===== src/hw/gtm_defines.svh =====
// offsets, field positions, reset values and codes for the 16-bit timer half
`ifndef GTM_DEFINES_SVH
`define GTM_DEFINES_SVH

`define GTM_ADDR_W 4
`define GTM_OFS_CONFIG 4'h0
`define GTM_OFS_MODE 4'h1
`define GTM_OFS_CTRL 4'h2
`define GTM_OFS_LOAD 4'h3
`define GTM_OFS_MATCH 4'h4
`define GTM_OFS_PRESCALE 4'h5
`define GTM_OFS_VALUE 4'h6
`define GTM_OFS_RAW 4'h7
`define GTM_OFS_MASK 4'h8
`define GTM_OFS_MASKED 4'h9
`define GTM_OFS_CLEAR 4'hA
`define GTM_OFS_COUNT 4'hB

`define GTM_CFG_16BIT 3'h4
`define GTM_TMR_ONESHOT 2'h1
`define GTM_TMR_PERIODIC 2'h2
`define GTM_TMR_CAPTURE 2'h3

// mode register: [1:0] mode field, [2] capture select, [3] alternate
`define GTM_MODE_CMR 2
`define GTM_MODE_AMS 3
// control register bits
`define GTM_CTL_EN 0
`define GTM_CTL_STALL 1
`define GTM_CTL_EVT_LO 2
`define GTM_CTL_EVT_HI 3
`define GTM_CTL_OTE 5
`define GTM_CTL_PWML 6
// status bits: timeout, count match, edge event
`define GTM_IRQ_TO 0
`define GTM_IRQ_CM 1
`define GTM_IRQ_CE 2

`define GTM_EVT_RISE 2'h0
`define GTM_EVT_FALL 2'h1
`define GTM_EVT_BOTH 2'h3

`define GTM_RST_LOAD 16'hFFFF
`define GTM_RST_COUNT 16'hFFFF
`define GTM_RST_PRESCALE 8'h00

`endif


===== src/hw/gtm_pkg.sv =====
// types for the 16-bit timer half
package gtm_pkg;
  typedef struct packed {
    logic [3:0] addr;
    logic [31:0] wdata;
    logic wr;
    logic rd;
  } gtm_bus_req_t;

  typedef struct packed {
    logic [2:0] config_selector;
    logic [3:0] timer_mode_register;
    logic [6:0] control_register;
    logic [15:0] interval_load_value;
    logic [15:0] match_value;
    logic [7:0] prescale_value;
    logic [15:0] captured_value_register;
    logic [2:0] raw_irq_status;
    logic [2:0] irq_mask_register;
    logic [15:0] count;
    logic [7:0] pre_count;
    logic reload_pend;
    logic [1:0] pin_sync;
    logic pin_prev;
    logic pwm_level;
    logic pwm_out;
    logic trigger;
    logic irq;
    logic [31:0] rdata;
  } gtm_state_t;
endpackage


===== src/hw/gtm_timer16.sv =====
// one 16-bit timer half: one-shot, periodic, edge count, edge time, pwm
//
// Our own choices: the strobed register port and the placing of the registers.
`include "gtm_defines.svh"

module gtm_timer16 (
  input wire logic clk,
  input wire logic rst_b,
  input wire gtm_pkg::gtm_bus_req_t bus,
  output logic [31:0] rdata,
  input wire logic capture_compare_pin,
  output logic pwm_out,
  output logic trigger_out,
  output logic irq
);
  import gtm_pkg::*;

  typedef enum logic [5:0] {
    GTM_M_OFF = 6'b000001,
    GTM_M_ONESHOT = 6'b000010,
    GTM_M_PERIODIC = 6'b000100,
    GTM_M_ECOUNT = 6'b001000,
    GTM_M_ETIME = 6'b010000,
    GTM_M_PWM = 6'b100000
  } gtm_mode_t;

  gtm_state_t q, d;
  gtm_mode_t mode;

  // decode of the operating mode from config and mode register
  function automatic gtm_mode_t decode_mode(input logic [2:0] cfg,
                                            input logic [3:0] mr);
    if (cfg != `GTM_CFG_16BIT)
      decode_mode = GTM_M_OFF;
    else if (mr[`GTM_MODE_AMS] && !mr[`GTM_MODE_CMR] &&
             mr[1:0] == `GTM_TMR_PERIODIC)
      decode_mode = GTM_M_PWM;
    else if (mr[1:0] == `GTM_TMR_ONESHOT)
      decode_mode = GTM_M_ONESHOT;
    else if (mr[1:0] == `GTM_TMR_PERIODIC)
      decode_mode = GTM_M_PERIODIC;
    else if (mr[1:0] == `GTM_TMR_CAPTURE && !mr[`GTM_MODE_CMR])
      decode_mode = GTM_M_ECOUNT;
    else if (mr[1:0] == `GTM_TMR_CAPTURE)
      decode_mode = GTM_M_ETIME;
    else
      decode_mode = GTM_M_OFF;
  endfunction

  // edge qualification against the event field
  function automatic logic edge_hit(input logic [1:0] evt,
                                    input logic rise,
                                    input logic fall,
                                    input logic both_ok);
    unique case (evt)
      `GTM_EVT_RISE: edge_hit = rise;
      `GTM_EVT_FALL: edge_hit = fall;
      `GTM_EVT_BOTH: edge_hit = both_ok ? (rise | fall) : rise;
      default: edge_hit = 1'b0;
    endcase
  endfunction

  //////////////////////////////////////////////////////////////////////////
  logic en, stall, rise, fall, hit;
  logic [1:0] evt;

  always_comb begin
    d = q;
    mode = decode_mode(q.config_selector, q.timer_mode_register);
    en = q.control_register[`GTM_CTL_EN];
    stall = q.control_register[`GTM_CTL_STALL];
    evt = q.control_register[`GTM_CTL_EVT_HI:`GTM_CTL_EVT_LO];
    d.trigger = 1'b0;
    d.rdata = 32'h0000_0000;

    // pin synchroniser; only the second stage feeds edge detection
    d.pin_sync = {q.pin_sync[0], capture_compare_pin};
    d.pin_prev = q.pin_sync[1];
    rise = q.pin_sync[1] & ~q.pin_prev;
    fall = ~q.pin_sync[1] & q.pin_prev;
    hit = 1'b0;

    ////////////////////////////////////////////////////////////////////////
    // counting
    if (q.reload_pend) begin
      d.reload_pend = 1'b0;
      d.count = q.interval_load_value;
      d.pre_count = q.prescale_value;
    end else if (en && !stall) begin
      unique case (mode)
        GTM_M_ONESHOT, GTM_M_PERIODIC: begin
          if (q.pre_count != 8'h00) begin
            d.pre_count = q.pre_count - 8'h01;
          end else if (q.count == 16'h0000) begin
            d.reload_pend = 1'b1;
            d.raw_irq_status[`GTM_IRQ_TO] = 1'b1;
            d.trigger = q.control_register[`GTM_CTL_OTE];
            if (mode == GTM_M_ONESHOT)
              d.control_register[`GTM_CTL_EN] = 1'b0;
          end else begin
            d.count = q.count - 16'h0001;
            d.pre_count = q.prescale_value;
          end
        end
        GTM_M_ECOUNT: begin
          hit = edge_hit(evt, rise, fall, 1'b1);
          if (hit) begin
            if (q.count - 16'h0001 == q.match_value) begin
              d.count = q.interval_load_value;
              d.raw_irq_status[`GTM_IRQ_CM] = 1'b1;
              d.control_register[`GTM_CTL_EN] = 1'b0;
            end else begin
              d.count = q.count - 16'h0001;
            end
          end
        end
        GTM_M_ETIME: begin
          hit = edge_hit(evt, rise, fall, 1'b0);
          if (hit) begin
            d.captured_value_register = q.count;
            d.raw_irq_status[`GTM_IRQ_CE] = 1'b1;
          end
          if (q.count == 16'h0000)
            d.count = q.interval_load_value;
          else
            d.count = q.count - 16'h0001;
        end
        GTM_M_PWM: begin
          if (q.count == 16'h0000)
            d.reload_pend = 1'b1;
          else
            d.count = q.count - 16'h0001;
          if (q.count == q.interval_load_value)
            d.pwm_level = 1'b1;
          else if (q.count == q.match_value)
            d.pwm_level = 1'b0;
        end
        default: ;
      endcase
    end
    if (!en)
      d.pwm_level = 1'b0;
    d.pwm_out = d.pwm_level ^ q.control_register[`GTM_CTL_PWML];

    ////////////////////////////////////////////////////////////////////////
    // register access
    if (bus.wr) begin
      unique case (bus.addr)
        `GTM_OFS_CONFIG: d.config_selector = bus.wdata[2:0];
        `GTM_OFS_MODE: d.timer_mode_register = bus.wdata[3:0];
        `GTM_OFS_CTRL: begin
          d.control_register = bus.wdata[6:0];
          if (bus.wdata[`GTM_CTL_EN] && !en && mode != GTM_M_ECOUNT) begin
            d.count = q.interval_load_value;
            d.pre_count = q.prescale_value;
          end
        end
        `GTM_OFS_LOAD: begin
          d.interval_load_value = bus.wdata[15:0];
          d.count = bus.wdata[15:0];
          d.reload_pend = 1'b0;
        end
        `GTM_OFS_MATCH: d.match_value = bus.wdata[15:0];
        `GTM_OFS_PRESCALE: d.prescale_value = bus.wdata[7:0];
        `GTM_OFS_MASK: d.irq_mask_register = bus.wdata[2:0];
        // write one to clear; a same-cycle event still sets a bit that was clear
        `GTM_OFS_CLEAR: d.raw_irq_status = d.raw_irq_status &
            ~(bus.wdata[2:0] & ~(d.raw_irq_status & ~q.raw_irq_status));
        default: ;
      endcase
    end
    if (bus.rd) begin
      unique case (bus.addr)
        `GTM_OFS_CONFIG: d.rdata = {29'h0, q.config_selector};
        `GTM_OFS_MODE: d.rdata = {28'h0, q.timer_mode_register};
        `GTM_OFS_CTRL: d.rdata = {25'h0, q.control_register};
        `GTM_OFS_LOAD: d.rdata = {16'h0, q.interval_load_value};
        `GTM_OFS_MATCH: d.rdata = {16'h0, q.match_value};
        `GTM_OFS_PRESCALE: d.rdata = {24'h0, q.prescale_value};
        `GTM_OFS_VALUE: d.rdata = {16'h0, q.captured_value_register};
        `GTM_OFS_RAW: d.rdata = {29'h0, q.raw_irq_status};
        `GTM_OFS_MASK: d.rdata = {29'h0, q.irq_mask_register};
        `GTM_OFS_MASKED:
          d.rdata = {29'h0, q.raw_irq_status & q.irq_mask_register};
        `GTM_OFS_COUNT: d.rdata = {16'h0, q.count};
        default: d.rdata = 32'h0000_0000;
      endcase
    end
    d.irq = |(d.raw_irq_status & d.irq_mask_register);
  end

  //////////////////////////////////////////////////////////////////////////
  always_ff @(posedge clk or negedge rst_b) begin
    if (!rst_b) begin
      q <= '0;
      q.interval_load_value <= `GTM_RST_LOAD;
      q.count <= `GTM_RST_COUNT;
      q.prescale_value <= `GTM_RST_PRESCALE;
      q.pre_count <= `GTM_RST_PRESCALE;
      q.captured_value_register <= `GTM_RST_COUNT;
    end else begin
      q <= d;
    end
  end

  assign rdata = q.rdata;
  assign pwm_out = q.pwm_out;
  assign trigger_out = q.trigger;
  assign irq = q.irq;
endmodule


===== config.mk =====
export PLATFORM = sky130hd
export DESIGN_NAME = gtm_timer16
export DESIGN_NICKNAME = d
export VERILOG_FILES = /design/src/hw/gtm_pkg.sv /design/src/hw/gtm_timer16.sv
export VERILOG_INCLUDE_DIRS = /design/src /design/src/hw
export SDC_FILE = /design/constraint.sdc
export NUM_CORES = 1
export LEC_CHECK = 0
export ABC_AREA = 1
export BUFFER_PORTS_ARGS = -buffer_cell sky130_fd_sc_hd__buf_2
export CORE_MARGIN = 1.5
export CORE_UTILIZATION = 30
export CTS_CLUSTER_DIAMETER = 100
export CTS_CLUSTER_SIZE = 10
export DETAILED_ROUTE_END_ITERATION = 6
export SYNTH_ARGS = -nofsm -noshare
export SYNTH_HDL_FRONTEND = slang
export SYNTH_SLANG_ARGS = --single-unit

===== constraint.sdc =====
create_clock -name clk -period 2.88 [get_ports clk]
set_input_delay 0.288 -clock clk [delete_from_list [all_inputs] [get_ports clk]]
set_output_delay 0.288 -clock clk [all_outputs]
set_load 0.02 [all_outputs]

Word level (Yosys, flattened, before mapping)
Index checks and enable logic that the tools add are counted.

Register bits after elaboration: 140. Bits in read-only memories: 0. Bits in latches: 0. Memories: 0. Word-level logic and storage cells: 157. Bits of input ports: 41. Bits in writable memories: 0. Output and inout bits: 35.

Divide/modulo/power cells: 0. Equal/unequal tests: 26. Add/sub/neg operators: 2. Mux-type cells: 71. $mul: 0. Shift-type cells: 0. Reduce and logical (&&, ||, !) cells: 23. Order comparisons: 0. Bitwise logic cells: 15.

Operator list (number): one-hot mux 16 bit (11 select lines) (1); 2-to-1 mux 16 bit (8); one-hot mux 16 bit (4 select lines) (1); 2-to-1 mux 25 bit (2); equality test 16 bit (3); 2-to-1 mux 24 bit (2); 2-to-1 mux 41 bit (1); 2-to-1 mux 1 bit (36); 2-to-1 mux 8 bit (4); one-hot mux 16 bit (2 select lines) (1); 2-to-1 mux 31 bit (1); 2-to-1 mux 5 bit (4); equality test 4 x 3 -> 1 bit (second input constant) (4); equality test 4 bit (second input constant) (4); zero test 16 bit (1); subtractor 16 x 1 -> 16 bit (second input constant) (1); AND 3 bit (5); 2-to-1 mux 3 bit (4); 2-to-1 mux 6 bit (2); AND reduction 2 bit (6); NOT 3 bit (3); equality test 4 x 2 -> 1 bit (second input constant) (2); nonzero test 8 bit (1); subtractor 8 x 1 -> 8 bit (second input constant) (1); other kinds (23) (39).

Logic depth before layout (Yosys ltp)
Depth after elaboration: 24. Depth in mapped cells: 21. Gate-level depth less buffers: 21.

Worst setup path before layout
Ideal clock, no wire load.

Kind: register to register. From: reg q[49] in the netlist's numbering. To: reg q[58] in the netlist's numbering. Path slack: 617 ps. Arrival time: 2202 ps. Data required time: 2820 ps. Stages on the path, launching flop included: 19. Path buffers: 1. Clock period less this slack: 2263 ps. Cell sequence: dfstp_2 > inv_1 > ha_1 > xor2_1 > nand3_1 > nor2_1 > nand2_1 > nor2_1 > nand2_1 > nor2_4 > buf_6 > nand3_1 > nand3_1 > nand2_1 > nand2_1 > nand2_1 > nand2_1 > nand2_1 > nand2_1.

RTL lines: start, declared (line gtm_timer16.sv:27) `gtm_state_t q, d;`.

==> results.txt <==
via count: 8208
antenna violations before repair: 0
worst r2r path cells: 15
latest clock arrival within the worst-skew pair: 440 ps
DRT antenna net count: 0
initial core utilization: 30.4%
first-pass GRT wire length: 45000 µm
DR vias/cell: 4.97
die area: 29100 µm²
Fin. Hold Viols: 0
core area: 27700 µm²
status: complete, no violations
LEAKAGE: 0.00462 µW
Hold WS: 87.1 ps
TritonCTS clock tree: built
final WL: 28900 µm
Worst setup EP type: flop
GR Util All Layers: 20.7%
Std-Cell Rows: 61
crit-path max FO: 8
layout cells sized above 1: 17.4%
fill count: 3030
Iter 0 DRT Violations: 842
DRC viols: 0
top post-synthesis cells by area: dfrtp_1, nand2_1, dfstp_2
pin slew with the least headroom to its limit: 777 ps
Setup TNS Final: 0 ps
CTS max path bufs: 2
TritonCTS Buffers: 17
final setup vio count: 0
clk slew on worst S/H paths: 70 ps
Yosys reg bits: 124
clk sink count: 124
fin area: 9710 µm²
worst setup margin: 195 ps
synth unique cells: 49
register area share after synthesis: 37.6%
Crit Path Category: flop to flop
most frequent cells after synthesis: nand2_1, inv_1, o21ai_0
cells after synthesis: 1202
Required @ worst endpoint: 3250 ps
DP Worst Slack: 207 ps
Top-Level Pins: 76
post-place instance area: 9110 µm²
Detail Placement HPWL: 21500 µm
unrepaired setup endpoints after global routing: no
HP Class: input pin to flop
Highest Clock Rate: 372 MHz
largest net degree at the start of global routing: 55
root buffer cell: clkbuf_16
maximum VDD drop: 0.276 mV
CTS H-Tree Depth: 4
slew margin rel.: 48.2%
count of final max-slew check failures: 0
Post-synth top flop: dfrtp_1
Startpoint Class: flop
final core utilization: 35.1%
Clock Skews: 13.5 ps
Area Overhead vs Synth: 15.5%
Wirelength per Cell: 17.5 µm
Post-synth EDFFs: 0
Routability Congestion: 0.954
Post-Synthesis Cell Area: 8410 µm²
P per Cell Area: 734 nW/µm²
I/O Buffers: 43
number of diodes: 0
Hold Crit Depth: 3
DRT Pass-1 Iters: 6
Avg Cell Area, Syn: 7.00 µm²
WP data arrival: 3060 ps
Yosys Warn Count: 0
Final nets: 1309
global route overflow: 0
Min Clock Period, post-route: 2690 ps
Async SR Flop Fraction: 100%
die width: 170 µm
cell accounting for the most synthesized area: dfrtp_1
count leader, synth: nand2_1
period utilization: 93.2%
Die Ht: 170 µm
max cap viols: 0
top cell type's share of synthesized area: 22.6%
vias in the first global route: 7625
==> final cells by class <==
type	count	area [µm²]	area share (%)
clock buffer	19	443	4.56
clock inverter	13	93.8	0.966
inverter	170	638	6.57
multi-input combinational	854	4270	44.0
sequential	124	3160	32.6
tap	378	473	4.87
timing repair buffer	93	631	6.49
==> report_power, final <==
part	leakage, µW	switching (µW)	internal, µW
Combinational	0.00290	1640	825
Clock	0.000256	878	1120
Sequential	0.00146	460	2200
==> critical path, stage by stage, from the launching register on <==
cell	delay, ps
dfstp_2	580
inv_2	50
ha_1	340
xor2_1	230
nand3_1	120
nor2_1	120
nand2_1	70
nor2_1	100
nand2_1	90
nor2_4	210
nand3_4	190
inv_2	100
nand3_2	100
a21oi_2	190
nand2_1	70
nand3_1	70
==> kinds of logic (layout without fill, tap and decap cells) <==
logic type,count (synthesis),after routing,share of synthesized area [%]
flops,124,124,37.6
other cells,1,16,0.0446
simple gates,533,533,27.1
compound gates,265,265,17.9
xor+xnor,27,27,2.81
buf+inv,239,295,12.6
mux,5,5,0.669
fa+ha+maj,8,8,1.19
==> repair_timing <==
action,in CTS,in global routing
resized for setup,0,5
hold endpoints to repair,31,0
setup endpoints to repair,0,12
buffers inserted,0,3
hold buffers,2,0
==> cell usage in the layout (no fill, tap or decap), drive strengths merged, types with 2 or more instances in the layout <==
master       instances
inv                168
clkinv              11
xor2                23
nand4               13
buf                 91
dlygate4sd3          2
clkbuf              19
nand2              363
clkinvlp             4
dfstp               48
conb                16
o22ai               23
mux2                 5
o31ai                2
a31oi                7
a221oi              22
nand3               47
a32oi                2
dfrtp               76
o311ai               2
o21ai              132
nor4                 8
nor3                14
nor2                87
xnor2                4
ha                   8
a21oi               65
o211ai               5
==> path summary, 6_finish.rpt <==
path / slack [ps] / start / to
min in group asynchronous: 400 / rst_b / rdata[9]
max reg2reg: 190 / q[48] / irq
min: 90 / bus[0] / rdata[0]
min reg2reg: 360 / d[38] / d[36]
max in group asynchronous: 1660 / rst_b / q[85]
max: 190 / q[48] / irq
==> state kept, by name (all words and copies together) (netlist names) <==
name and count:
evt 2, rdata 16, d 2, irq 1, trigger_out 1, q 100
en 1, pwm_out 1
==> per-stage QoR <==
stage,power (µW),instances
after floorplan,4360,1217
after global placement,5070,1614
after detailed placement,5090,1614
after CTS,7120,1648
after global routing,7600,1651
final,7130,1651
==> per-layer routing <==
metal  track usage, %  share of wire [%]  vias up
li1                 -                  -     3993
met1             28.1                 45     3873
met2             33.1                 46      287
met3             3.07                5.6       55
met4             7.93                3.3        0
met5                0                  0        -
Power figures use the tool's default switching activity.
